### config.mk
export PLATFORM = sky130hd
export DESIGN_NAME = anrl_top
export DESIGN_NICKNAME = d
export VERILOG_FILES = /design/src/rtl/anrl_pkg.sv /design/src/rtl/anrl_pace_if.sv /design/src/rtl/anrl_hold_timer.sv /design/src/rtl/anrl_tok_pacer.sv /design/src/rtl/anrl_top.sv
export VERILOG_INCLUDE_DIRS = /design/src /design/src/rtl
export SDC_FILE = /design/constraint.sdc
export NUM_CORES = 1
export LEC_CHECK = 0
export BUFFER_PORTS_ARGS = -buffer_cell sky130_fd_sc_hd__buf_2
export CAP_MARGIN = 30
export CORE_ASPECT_RATIO = 1.2
export CORE_MARGIN = 10
export CORE_UTILIZATION = 39
export DETAILED_ROUTE_END_ITERATION = 8
export PLACE_DENSITY = 0.64
export SLEW_MARGIN = 30
export SYNTH_ARGS = -nofsm -noshare
export SYNTH_HDL_FRONTEND = slang
export SYNTH_SLANG_ARGS = --single-unit
### constraint.sdc
create_clock -name clock -period 4.8 [get_ports clock]
set_input_delay 0.72 -clock clock [delete_from_list [all_inputs] [get_ports clock]]
set_output_delay 0.72 -clock clock [all_outputs]
set_load 0.02 [all_outputs]
### src/rtl/anrl_cfg.svh
`ifndef ANRL_CFG_SVH
`define ANRL_CFG_SVH

// configuration register numbers
`define ANRL_ADDR_NODE_ID 8'h05
`define ANRL_ADDR_RST_MODE 8'h50
`define ANRL_ADDR_FREQ 8'h51
`define ANRL_ADDR_LINK 8'h80

// node identifier
`define ANRL_NODE_ID_HI 15
`define ANRL_NODE_ID_RST 16'h0000

// reset and mode control fields
`define ANRL_RM_SYS_BIT 0
`define ANRL_RM_TILE_BIT 1
`define ANRL_RM_MODE_HI 17
`define ANRL_RM_MODE_LO 16
`define ANRL_RM_TRI_BIT 24
`define ANRL_MODE_RST 2'h0
`define ANRL_TRI_RST 1'h0

// oscillator frequency field, MHz
`define ANRL_FREQ_HI 6
`define ANRL_FREQ_RST 7'h19
`define ANRL_FREQ_MIN 7'h05
`define ANRL_FREQ_MAX 7'h64

// link control and status fields
`define ANRL_LK_ERR_BIT 27
`define ANRL_LK_GRANT_BIT 26
`define ANRL_LK_HELD_BIT 25
`define ANRL_LK_INIT_BIT 24
`define ANRL_LK_RESYNC_BIT 23
`define ANRL_LK_SYM_HI 21
`define ANRL_LK_SYM_LO 11
`define ANRL_LK_TOK_HI 10
`define ANRL_LK_TOK_LO 0
`define ANRL_GAP_RST 11'h001

// timing
`define ANRL_SYS_RST_CYCLES 32'h0008_0000
`define ANRL_TILE_RST_US 10'h00a
`define ANRL_TICK_US 10'h3e8
`define ANRL_TOK_EDGES 4'h4

`endif

### src/rtl/anrl_pkg.sv
package anrl_pkg;
  typedef enum logic [1:0] {PACE_IDLE, PACE_SYM, PACE_GAP} anrl_pace_e;
  typedef logic [10:0] anrl_gap_t;
  typedef logic [31:0] anrl_word_t;
endpackage

### src/rtl/anrl_pace_if.sv
`timescale 1ns/1ps
interface anrl_pace_if;
  logic tok_valid;
  logic tok_ready;
  anrl_pkg::anrl_gap_t sym_gap;
  anrl_pkg::anrl_gap_t tok_gap;
  modport src (
    output tok_valid,
    output sym_gap,
    output tok_gap,
    input tok_ready
  );
  modport pacer (
    input tok_valid,
    input sym_gap,
    input tok_gap,
    output tok_ready
  );
endinterface

### src/rtl/anrl_hold_timer.sv
`timescale 1ns/1ps
module anrl_hold_timer #(
  parameter int W = 20
) (
  input wire logic clock,
  input wire logic rst_n,
  input wire logic trig,
  input wire logic [W-1:0] len,
  output logic active_q
);
  logic [W-1:0] cnt_q;

  // held while trig stands, then len further cycles
  always_ff @(posedge clock or negedge rst_n) begin
    if (!rst_n) begin
      cnt_q <= '0;
      active_q <= 1'b0;
    end else if (trig) begin
      cnt_q <= len;
      active_q <= 1'b1;
    end else if (cnt_q > W'(1)) begin
      cnt_q <= cnt_q - W'(1);
    end else begin
      cnt_q <= '0;
      active_q <= 1'b0;
    end
  end
endmodule

### src/rtl/anrl_tok_pacer.sv
`timescale 1ns/1ps
`include "anrl_cfg.svh"
module anrl_tok_pacer (
  input wire logic clock,
  input wire logic rst_n,
  anrl_pace_if.pacer pc,
  output logic link_tx_wire
);
  anrl_pkg::anrl_pace_e state_q;
  anrl_pkg::anrl_gap_t gap_q;
  logic [3:0] edges_q;
  logic [11:0] since_q;
  logic done_gap;
  logic take;
  logic step;

  assign done_gap = (gap_q <= 11'h001);
  assign pc.tok_ready = (state_q == anrl_pkg::PACE_IDLE) ||
                        ((state_q == anrl_pkg::PACE_GAP) && done_gap);
  assign take = pc.tok_valid && pc.tok_ready;
  assign step = (state_q == anrl_pkg::PACE_SYM) && done_gap;

  always_ff @(posedge clock or negedge rst_n) begin
    if (!rst_n) begin
      state_q <= anrl_pkg::PACE_IDLE;
      gap_q <= 11'h000;
      edges_q <= 4'h0;
    end else if (take) begin
      state_q <= anrl_pkg::PACE_SYM;
      gap_q <= pc.sym_gap;
      edges_q <= 4'h1;
    end else begin
      unique case (state_q)
        anrl_pkg::PACE_IDLE: begin
          gap_q <= 11'h000;
        end
        anrl_pkg::PACE_SYM: begin
          if (!done_gap) begin
            gap_q <= gap_q - 11'h001;
          end else if (edges_q + 4'h1 == `ANRL_TOK_EDGES) begin
            state_q <= anrl_pkg::PACE_GAP;
            gap_q <= pc.tok_gap;
            edges_q <= edges_q + 4'h1;
          end else begin
            gap_q <= pc.sym_gap;
            edges_q <= edges_q + 4'h1;
          end
        end
        anrl_pkg::PACE_GAP: begin
          if (!done_gap) begin
            gap_q <= gap_q - 11'h001;
          end else begin
            state_q <= anrl_pkg::PACE_IDLE;
          end
        end
      endcase
    end
  end

  always_ff @(posedge clock or negedge rst_n) begin
    if (!rst_n) begin
      link_tx_wire <= 1'b0;
    end else if (take || step) begin
      link_tx_wire <= ~link_tx_wire;
    end
  end

  always_ff @(posedge clock or negedge rst_n) begin
    if (!rst_n) begin
      since_q <= 12'h000;
    end else if (take || step) begin
      since_q <= 12'h001;
    end else if (since_q != 12'hfff) begin
      since_q <= since_q + 12'h001;
    end
  end
endmodule

### src/rtl/anrl_top.sv
// Function
// - sixteen-bit node identifier, resets zero, unused
// - pin, brown-out or watchdog start system reset
// - sleep or clock change reset tile only
// - system reset clears config fields, link flags and tiles, tile reset tiles
// - system reset lasts 524,288 oscillator cycles
// - bit 1 write starts tile reset, self-clearing
// - reset-bit writes get no response packet
// - mode pins field and tristate bit
// - seven-bit frequency field, resets to 25
// - frequency outside 5..100 not stored and NACKed
// - tile reset and tick timings derive from programmed frequency
// - error bit set on overflow, read clears
// - status bits for credit granted and held
// - resync bit resets receiver token alignment
// - transition spacing from bits 21:11
// - token spacing from bits 10:0
`timescale 1ns/1ps
`include "anrl_cfg.svh"
module anrl_top #(
  parameter int unsigned SYS_RST_CYCLES = `ANRL_SYS_RST_CYCLES
) (
  input wire logic clock,
  input wire logic reset_n,
  input wire logic cfg_req_valid,
  input wire logic cfg_req_write,
  input wire logic [7:0] cfg_req_addr,
  input wire logic [31:0] cfg_req_wdata,
  input wire logic cfg_req_resp,
  output logic cfg_rsp_valid,
  output logic cfg_rsp_nack,
  output logic [31:0] cfg_rsp_rdata,
  input wire logic ext_rst_pin_n,
  input wire logic brownout_pin,
  input wire logic wdog_expire,
  input wire logic sleep_evt,
  input wire logic clk_src_evt,
  output logic sys_reset,
  output logic tile_reset,
  output logic ms_tick,
  output logic [1:0] mode_pin_o,
  output logic mode_pin_oe_n,
  input wire logic rx_hello,
  input wire logic rx_credit,
  input wire logic rx_error,
  output logic rx_resync,
  input wire logic tx_token_req,
  output logic tx_token_ack,
  output logic link_tx_wire
);
  localparam int SYS_W = $clog2(SYS_RST_CYCLES + 1);
  localparam logic [SYS_W-1:0] SYS_LEN = SYS_W'(SYS_RST_CYCLES);

  logic rst_meta_q;
  logic rst_n;
  logic ext_meta_q;
  logic ext_sync_q;
  logic bo_meta_q;
  logic bo_sync_q;
  logic wr;
  logic rd;
  logic rst_wr;
  logic lk_init;
  logic sys_sw_q;
  logic tile_sw_q;
  logic sys_trig;
  logic tile_trig;
  logic [15:0] node_id_q;
  logic [1:0] mode_q;
  logic tri_q;
  logic [6:0] freq_q;
  anrl_pkg::anrl_gap_t sym_gap_q;
  anrl_pkg::anrl_gap_t tok_gap_q;
  logic err_q;
  logic held_q;
  logic granted_q;
  logic hello_pend_q;
  logic credit_pend_q;
  logic take;
  logic known;
  anrl_pkg::anrl_word_t rd_word;
  logic [16:0] tick_cnt_q;
  logic [SYS_W-1:0] sys_run_q;

  anrl_pace_if pc ();

  function automatic logic freq_ok(input logic [31:0] w);
    freq_ok = (w[31:`ANRL_FREQ_HI+1] == 25'h0000000) &&
              (w[`ANRL_FREQ_HI:0] >= `ANRL_FREQ_MIN) &&
              (w[`ANRL_FREQ_HI:0] <= `ANRL_FREQ_MAX);
  endfunction

  // cycles in a span of us microseconds at mhz
  function automatic logic [16:0] cyc_of(input logic [6:0] mhz,
                                         input logic [9:0] us);
    cyc_of = {10'h000, mhz} * {7'h00, us};
  endfunction

  // reset release through two flops
  always_ff @(posedge clock or negedge reset_n) begin
    if (!reset_n) begin
      rst_meta_q <= 1'b0;
      rst_n <= 1'b0;
    end else begin
      rst_meta_q <= 1'b1;
      rst_n <= rst_meta_q;
    end
  end

  always_ff @(posedge clock or negedge rst_n) begin
    if (!rst_n) begin
      ext_meta_q <= 1'b1;
      ext_sync_q <= 1'b1;
      bo_meta_q <= 1'b0;
      bo_sync_q <= 1'b0;
    end else begin
      ext_meta_q <= ext_rst_pin_n;
      ext_sync_q <= ext_meta_q;
      bo_meta_q <= brownout_pin;
      bo_sync_q <= bo_meta_q;
    end
  end

  assign wr = cfg_req_valid && cfg_req_write;
  assign rd = cfg_req_valid && !cfg_req_write;
  assign rst_wr = wr && (cfg_req_addr == `ANRL_ADDR_RST_MODE) &&
                  (cfg_req_wdata[`ANRL_RM_SYS_BIT] ||
                   cfg_req_wdata[`ANRL_RM_TILE_BIT]);
  assign lk_init = wr && (cfg_req_addr == `ANRL_ADDR_LINK) &&
                   cfg_req_wdata[`ANRL_LK_INIT_BIT];

  always_ff @(posedge clock or negedge rst_n) begin
    if (!rst_n) begin
      sys_sw_q <= 1'b0;
      tile_sw_q <= 1'b0;
    end else begin
      sys_sw_q <= wr && (cfg_req_addr == `ANRL_ADDR_RST_MODE) &&
                  cfg_req_wdata[`ANRL_RM_SYS_BIT];
      tile_sw_q <= wr && (cfg_req_addr == `ANRL_ADDR_RST_MODE) &&
                   cfg_req_wdata[`ANRL_RM_TILE_BIT];
    end
  end

  assign sys_trig = !ext_sync_q || bo_sync_q || wdog_expire || sys_sw_q;
  assign tile_trig = tile_sw_q || sleep_evt || clk_src_evt || sys_reset;

  anrl_hold_timer #(.W(SYS_W)) u_sys_timer (
    .clock(clock),
    .rst_n(rst_n),
    .trig(sys_trig),
    .len(SYS_LEN),
    .active_q(sys_reset)
  );

  anrl_hold_timer #(.W(17)) u_tile_timer (
    .clock(clock),
    .rst_n(rst_n),
    .trig(tile_trig),
    .len(cyc_of(freq_q, `ANRL_TILE_RST_US)),
    .active_q(tile_reset)
  );

  // millisecond tick for watchdog and clock
  always_ff @(posedge clock or negedge rst_n) begin
    if (!rst_n) begin
      tick_cnt_q <= 17'h00000;
      ms_tick <= 1'b0;
    end else if (tick_cnt_q + 17'h00001 >= cyc_of(freq_q, `ANRL_TICK_US)) begin
      tick_cnt_q <= 17'h00000;
      ms_tick <= 1'b1;
    end else begin
      tick_cnt_q <= tick_cnt_q + 17'h00001;
      ms_tick <= 1'b0;
    end
  end

  // writable fields, cleared by system reset
  always_ff @(posedge clock or negedge rst_n) begin
    if (!rst_n) begin
      node_id_q <= `ANRL_NODE_ID_RST;
      mode_q <= `ANRL_MODE_RST;
      tri_q <= `ANRL_TRI_RST;
      sym_gap_q <= `ANRL_GAP_RST;
      tok_gap_q <= `ANRL_GAP_RST;
    end else if (sys_reset) begin
      node_id_q <= `ANRL_NODE_ID_RST;
      mode_q <= `ANRL_MODE_RST;
      tri_q <= `ANRL_TRI_RST;
      sym_gap_q <= `ANRL_GAP_RST;
      tok_gap_q <= `ANRL_GAP_RST;
    end else if (wr) begin
      if (cfg_req_addr == `ANRL_ADDR_NODE_ID) begin
        node_id_q <= cfg_req_wdata[`ANRL_NODE_ID_HI:0];
      end
      if (cfg_req_addr == `ANRL_ADDR_RST_MODE) begin
        mode_q <= cfg_req_wdata[`ANRL_RM_MODE_HI:`ANRL_RM_MODE_LO];
        tri_q <= cfg_req_wdata[`ANRL_RM_TRI_BIT];
      end
      if (cfg_req_addr == `ANRL_ADDR_LINK) begin
        sym_gap_q <= cfg_req_wdata[`ANRL_LK_SYM_HI:`ANRL_LK_SYM_LO];
        tok_gap_q <= cfg_req_wdata[`ANRL_LK_TOK_HI:`ANRL_LK_TOK_LO];
      end
    end
  end

  always_ff @(posedge clock or negedge rst_n) begin
    if (!rst_n) begin
      freq_q <= `ANRL_FREQ_RST;
    end else if (sys_reset) begin
      freq_q <= `ANRL_FREQ_RST;
    end else if (wr && (cfg_req_addr == `ANRL_ADDR_FREQ) &&
                 freq_ok(cfg_req_wdata)) begin
      freq_q <= cfg_req_wdata[`ANRL_FREQ_HI:0];
    end
  end

  // mode pins driven unless tristated; oe is active low
  assign mode_pin_o = mode_q;
  assign mode_pin_oe_n = tri_q;

  always_ff @(posedge clock or negedge rst_n) begin
    if (!rst_n) begin
      rx_resync <= 1'b0;
    end else begin
      rx_resync <= wr && (cfg_req_addr == `ANRL_ADDR_LINK) &&
                   cfg_req_wdata[`ANRL_LK_RESYNC_BIT];
    end
  end

  // sticky error, new event beats the read clear
  always_ff @(posedge clock or negedge rst_n) begin
    if (!rst_n) begin
      err_q <= 1'b0;
    end else if (rx_error) begin
      err_q <= 1'b1;
    end else if (sys_reset || (rd && cfg_req_addr == `ANRL_ADDR_LINK)) begin
      err_q <= 1'b0;
    end
  end

  // hello first, then owed credit, then user data on credit
  assign pc.tok_valid = hello_pend_q || credit_pend_q ||
                        (tx_token_req && held_q);
  assign pc.sym_gap = sym_gap_q;
  assign pc.tok_gap = tok_gap_q;
  assign take = pc.tok_valid && pc.tok_ready;

  // credit held, arriving credit beats init clear
  always_ff @(posedge clock or negedge rst_n) begin
    if (!rst_n) begin
      held_q <= 1'b0;
    end else if (sys_reset) begin
      held_q <= 1'b0;
    end else if (rx_credit) begin
      held_q <= 1'b1;
    end else if (lk_init) begin
      held_q <= 1'b0;
    end
  end

  // hello pending until pacer accepts it
  always_ff @(posedge clock or negedge rst_n) begin
    if (!rst_n) begin
      hello_pend_q <= 1'b0;
    end else if (sys_reset) begin
      hello_pend_q <= 1'b0;
    end else if (lk_init) begin
      hello_pend_q <= 1'b1;
    end else if (take) begin
      hello_pend_q <= 1'b0;
    end
  end

  // remote hello owes it credit; granted once sent
  always_ff @(posedge clock or negedge rst_n) begin
    if (!rst_n) begin
      credit_pend_q <= 1'b0;
      granted_q <= 1'b0;
    end else if (sys_reset) begin
      credit_pend_q <= 1'b0;
      granted_q <= 1'b0;
    end else begin
      if (rx_hello) begin
        credit_pend_q <= 1'b1;
      end else if (take && !hello_pend_q) begin
        credit_pend_q <= 1'b0;
      end
      if (take && !hello_pend_q && credit_pend_q) begin
        granted_q <= 1'b1;
      end
    end
  end

  always_ff @(posedge clock or negedge rst_n) begin
    if (!rst_n) begin
      tx_token_ack <= 1'b0;
    end else begin
      tx_token_ack <= take && !hello_pend_q && !credit_pend_q;
    end
  end

  anrl_tok_pacer u_pacer (
    .clock(clock),
    .rst_n(rst_n),
    .pc(pc.pacer),
    .link_tx_wire(link_tx_wire)
  );

  // write-only bits read as zero
  always_comb begin
    known = 1'b1;
    rd_word = 32'h0000_0000;
    unique case (cfg_req_addr)
      `ANRL_ADDR_NODE_ID: rd_word[`ANRL_NODE_ID_HI:0] = node_id_q;
      `ANRL_ADDR_RST_MODE: begin
        rd_word[`ANRL_RM_MODE_HI:`ANRL_RM_MODE_LO] = mode_q;
        rd_word[`ANRL_RM_TRI_BIT] = tri_q;
      end
      `ANRL_ADDR_FREQ: rd_word[`ANRL_FREQ_HI:0] = freq_q;
      `ANRL_ADDR_LINK: begin
        rd_word[`ANRL_LK_ERR_BIT] = err_q;
        rd_word[`ANRL_LK_GRANT_BIT] = granted_q;
        rd_word[`ANRL_LK_HELD_BIT] = held_q;
        rd_word[`ANRL_LK_SYM_HI:`ANRL_LK_SYM_LO] = sym_gap_q;
        rd_word[`ANRL_LK_TOK_HI:`ANRL_LK_TOK_LO] = tok_gap_q;
      end
      default: known = 1'b0;
    endcase
  end

  // answer one cycle after the request
  always_ff @(posedge clock or negedge rst_n) begin
    if (!rst_n) begin
      cfg_rsp_valid <= 1'b0;
      cfg_rsp_nack <= 1'b0;
      cfg_rsp_rdata <= 32'h0000_0000;
    end else begin
      cfg_rsp_valid <= cfg_req_valid && cfg_req_resp && !rst_wr;
      cfg_rsp_nack <= cfg_req_valid && (!known ||
                      (wr && cfg_req_addr == `ANRL_ADDR_FREQ &&
                       !freq_ok(cfg_req_wdata)));
      cfg_rsp_rdata <= rd ? rd_word : 32'h0000_0000;
    end
  end

  // system reset cycles counted since the last system reset trigger
  always_ff @(posedge clock or negedge rst_n) begin
    if (!rst_n) begin
      sys_run_q <= '0;
    end else if (sys_trig) begin
      sys_run_q <= '0;
    end else if (sys_reset) begin
      sys_run_q <= sys_run_q + SYS_W'(1);
    end
  end
endmodule

# Word level (Yosys, flattened, before mapping)
# Cells that the tools add are included.
[op_classes]
addsub = 5
muxes = 61
n_reduce_logical = 66
order_cmp = 6
n_bitwise = 1
multipliers = 2
n_eq_ne = 13
[ops]
columns = ["cell", "count"]
rows = [
  ["$mux W11", 10],
  ["$mux W17", 3],
  ["$mux W16", 3],
  ["$mux W20", 2],
  ["$pmux W11 S3", 1],
  ["$mux W28", 1],
  ["$logic_and A1 B1 Y1", 25],
  ["$logic_not A25 Y1", 1],
  ["$mux W1", 23],
  ["$pmux W7 S3", 1],
  ["$gt A20 B1 Y1 const B", 1],
  ["$sub A20 B1 Y20 const B", 1],
  ["$pmux W9 S2", 1],
  ["$reduce_bool A2 Y1", 9],
  ["$add A17 B1 Y17 const B", 1],
  ["$ge A17 B17 Y1", 1],
  ["$gt A17 B1 Y1 const B", 1],
  ["$sub A17 B1 Y17 const B", 1],
  ["$eq A8 B7 Y1 const B", 2],
  ["$mux W4", 4],
  ["$mul A7 B7 Y14 const B", 1],
  ["$mux W2", 7],
  ["$mux W7", 2],
  ["$logic_or A1 B1 Y1", 13],
  ["other kinds (23)", 39],
]
[totals]
word_cells = 188
inputBits = 54
regBits = 168

# Depth between registers and ports, before layout
[depth]
ltp_word = 8
mapped_depth = 19

# By module
# A second synthesis with hierarchy kept.
[hier_totals]
hier_cells = 1023
area_unflattened_um2 = 10052.1
[modules_own_cells]
columns = ["module", "cells_per_inst", "area_per_inst_um2", "n_inst"]
rows = [
  ["anrl_top", 637, 6386.1, 1],
  ["anrl_tok_pacer", 161, 1431.4, 1],
  ["anrl_hold_timer (u_sys_timer)", 124, 1224.9, 1],
  ["anrl_hold_timer (u_tile_timer)", 101, 1009.7, 1],
]

# Least setup slack after synthesis
# Ideal clock, no wire load.
[synth_path]
path_kind = "reg2reg"
startpoint = "reg freq_q[0]"
endpoint = "reg tick_cnt_q[12]"
arrival_ns = 5.055
setup_slack_ns = -0.327
stages_incl_launch_ff = 19
synth_period_minus_slack_ns = 5.127
path_buffers = 1
cell_sequence = "dfstp_2 fa_1 fa_1 inv_1 fa_1 fa_1 inv_1 ha_1 nand3_1 o211ai_1 or4_1 and3_1 a311oi_1 ha_1 a21o_1 a221oi_1 o21ai_1 buf_6 nor2b_1"
[synth_between]
elab_chain_cells = 3
[synth_lines]
columns = ["element", "line", "rtl"]
rows = [
  ["start: declaration", "anrl_top.sv:71", "logic [6:0] freq_q;"],
  ["start signal: assignment", "anrl_top.sv:208", "freq_q <= `ANRL_FREQ_RST;"],
  ["start signal: assignment", "anrl_top.sv:210", "freq_q <= `ANRL_FREQ_RST;"],
  ["start signal: assignment", "anrl_top.sv:213", "freq_q <= cfg_req_wdata[`ANRL_FREQ_HI:0];"],
  ["$mul A7 B7 Y14", "anrl_top.sv:96", "cyc_of = {10'h000, mhz} * {7'h00, us};"],
  ["$ge A17 B17 Y1", "anrl_top.sv:168", "end else if (tick_cnt_q + 17'h00001 >= cyc_of(freq_q, `ANRL_TICK_US)) begin"],
  ["$mux W17", "anrl_top.sv:168", ""],
  ["end signal: assignment", "anrl_top.sv:172", "tick_cnt_q <= tick_cnt_q + 17'h00001;"],
  ["end: declaration", "anrl_top.sv:82", "logic [16:0] tick_cnt_q;"],
]
# Every way passes these cells.
# A chain may end at the register's enable or synchronous reset.

# Worst setup path in the final report
[layout_path]
startpoint = "reg freq_q[0]"
endpoint = "reg tick_cnt_q[7]"
# The elaborated chain is that of the path after synthesis.

==> impl_metrics.env <==
export IMPL_die_height_um=193
export IMPL_postSynth_asyncResetShare=1.00
export IMPL_wl_per_cell_um=16.2
export IMPL_routabilityCongestion=0.817
export IMPL_antenna_found_initial=3
export IMPL_place_ws_ns=-0.559
export IMPL_power_leakage_nw=5.52
export IMPL_cts_path_max_buffers=2
export IMPL_cts_hold_buf=0
export IMPL_whs_ns=0.0563
export IMPL_violations="setup timing"
export IMPL_slew_headroom=0.344
export IMPL_ys_ff_latch=166
export IMPL_fin_tns_setup_ns=-4.31
export IMPL_synth_largest_area_cell="dfrtp_1"
export IMPL_fin_crit_ns=5.07
export IMPL_crit_chain="fa_1 > fa_1 > inv_1 > fa_1 > fa_1 > inv_2 > ha_4 > nand3_2 > o211ai_1 > or4_4 > and3_4 > a311oi_2 > ha_1 > a21o_1 > a221oi_2 > o21ai_4 > buf_12 > nor2b_1"
export IMPL_rows=63
export IMPL_p_total_mw=3.23
export IMPL_cts_sinks=166
export IMPL_yosys_top_cells_count="dfrtp_1 (159), nor2_1 (99), nand2_1 (98)"
export IMPL_fin_crit_sh=1.06
export IMPL_grt_start_max_net_pins=136
export IMPL_multiInputGateArea_sq_mm=0.00533
export IMPL_hold_path_class="in2async"
export IMPL_n_fill_cell=2310
export IMPL_ys_types=83
export IMPL_synth_ff_type="dfrtp_1"
export IMPL_setup_viol=18
export IMPL_placed_area_sq_mm=0.0107
export IMPL_drt_iter0_markers=560
export IMPL_hold_violations=0
export IMPL_cap_violations=0
export IMPL_grt_pass1_vias=7556
export IMPL_ir_drop_v=0.000211
export IMPL_maxSlewViolCount=0
export IMPL_die_area_sq_mm=0.0318
export IMPL_cp_data_required_time_ns=5.15
export IMPL_syn_area_sq_mm=0.00976
export IMPL_skew_ns=0.0144
export IMPL_critPathLaunchType="flop"
export IMPL_status="finished, violations left"
export IMPL_critPathSlowestCell="dfstp_2"
export IMPL_grt_usage=0.147
export IMPL_overflow=0
export IMPL_via_per_inst=5.19
export IMPL_reg2reg_slack_ns=-0.27
export IMPL_syn_to_final_growth_pct=17.1
export IMPL_setup_worst_path_class="reg2reg"
export IMPL_tightest_slew_ns=0.982
export IMPL_die_x_um=164
export IMPL_htreeDepth=4
export IMPL_drive_gt1_frac=0.189
export IMPL_cts_buffers=17
export IMPL_portBuffers=90
export IMPL_use_met2=0.243
export IMPL_pwr_density_cell_mw_per_mm2=282
export IMPL_arrival_ns=5.42
export IMPL_dp_hpwl_mm=17.0
export IMPL_grt_pass1_wl_mm=38.4
export IMPL_slowest_delay_ns=0.55
export IMPL_path_clk_slew_ns=0.07
export IMPL_cp_end_kind="flop"
export IMPL_clockRootBuffer="clkbuf_16"
export IMPL_use_met1=0.188
export IMPL_clock_latency_ns=0.43
export IMPL_worst_slack_ns=-0.265
export IMPL_pin_count=97
export IMPL_dr_pass1_iters=5
export IMPL_synthTopCellsByArea="dfrtp_1 (41%), ha_1 (9.1%), fa_1 (3.9%), mux2i_1 (3.9%), nor2_1 (3.8%)"
export IMPL_fin_area_sq_mm=0.0114
export IMPL_synth_edff_count=0
export IMPL_layout_area_seq_sq_mm=0.00417
export IMPL_grt_use_met3=0.0274
export IMPL_wirelength_mm=23.0
export IMPL_rsz0062_at_grt="yes"
export IMPL_core_sq_mm=0.0247
export IMPL_yosysWarnings=0
export IMPL_cts_tree="done"
export IMPL_yosysMostFrequentCell="dfrtp_1"
export IMPL_fmax_ghz=0.197
export IMPL_detail_route_antenna_nets=0
export IMPL_yosysSeqAreaShare=0.427
export IMPL_netlist_area_leader_share=0.408
export IMPL_path_common_cell="fa_1"
export IMPL_nets=1224
export IMPL_drc=0
export IMPL_cp_max_fo=18
export IMPL_syn_inst=970
export IMPL_syn_avg_cell_area_sq_um=10.1
export IMPL_routed_via_count=7371
export IMPL_initial_core_util=0.395
export IMPL_top_usage_layer="met2"
## area by class of cell
type                    instances  area share
diodes                          2    0.000438
clock buffers                  17      0.0372
clock inverters                15      0.0156
inverters                      51      0.0168
multi-input cells             722       0.467
flip-flops and latches        166       0.365
well taps                     325      0.0356
repair buffers                122      0.0627
## report_power, final
group          total (mW)  internal [mW]  switching [mW]
clock                1.38          0.705           0.670
sequential           1.48           1.44          0.0452
combinational       0.366          0.145           0.222
total                3.23           2.29           0.937
## cell usage in the layout (no fill, tap or decap), drive strengths merged, types with 18 or more instances in the layout
cell / Yosys / final
mux2i: 38 / 38
buf: 18 / 122
o21ai: 19 / 19
nand3: 23 / 23
inv: 51 / 58
nor2: 102 / 102
xor2: 41 / 41
a21oi: 38 / 38
nand2: 99 / 99
dfrtp: 159 / 159
xnor2: 30 / 30
nor3: 18 / 18
ha: 71 / 71
fa: 19 / 19
nor2b: 20 / 20
## final timing paths
kind,start,endpoint,cells after the start
worst max register to register,freq_q[0],tick_cnt_q[7],18
max in group asynchronous,rst_n,u_pacer.edges_q[0],1
worst max-delay path,freq_q[0],tick_cnt_q[7],18
worst min-delay path,reset_n,rst_n,1
worst min register to register,rst_n,tick_cnt_q[16],0
min in group clock,bo_meta_q,bo_sync_q,0
## per-stage QoR
stage	instances	util
5_1_grt	1418	0.463
2_1_floorplan	975	-
4_1_cts	1418	0.460
3_3_place_gp	1385	0.434
3_5_place_dp	1385	0.434
6_report	1420	0.463
## registers in the layout, indices dropped and copies added (netlist names), 2 cells and up
register and cells:
u_pacer.edges_q 4, mode_pin_o 2, pc.sym_gap 11, node_id_q 16
tick_cnt_q 17, u_pacer.gap_q 11, cfg_rsp_rdata 26, pc.tok_gap 11
u_pacer.state_q 2, freq_q 7, u_sys_timer.cnt_q 20, u_tile_timer.cnt_q 17
## layer usage
| layer | part of all wire | routed length, um | vias up |
|---|---|---|---|
| li1 | - | - | 3605 |
| met5 | 0.00057 | 13 | - |
| met1 | 0.44 | 10200 | 3614 |
| met4 | 0.018 | 409 | 2 |
| met2 | 0.50 | 11400 | 124 |
| met3 | 0.041 | 950 | 26 |
## worst max-delay path, delay by kind of cell, from the launching register on
kind            cells  cell delay [ns]
buf+inv             3             0.26
flops               1             0.55
fa+ha+maj           6             2.45
compound gates      5             0.94
simple gates        4             0.78
## kinds of logic (layout without fill, tap and decap cells)
logic type                 count (synthesis)  in the layout  synth area share
AOI/OAI and AO/OA                        149            149             0.110
other                                      2              9          0.000770
xor gates and xnor gates                  71             71            0.0637
buffers and inverters                     87            205            0.0396
adders and majority gates                 90             90             0.130
muxes                                     38             38            0.0390
DFF                                      166            166             0.427
and+or+nand+nor                          367            367             0.191
## what timing repair did
item / in CTS / in global routing
resized for setup: 2 / 9
pin swaps: 5 / 4
setup buffers: 1 / 0
setup endpoints to repair: 18 / 18
(Power assumes the default switching activity.)
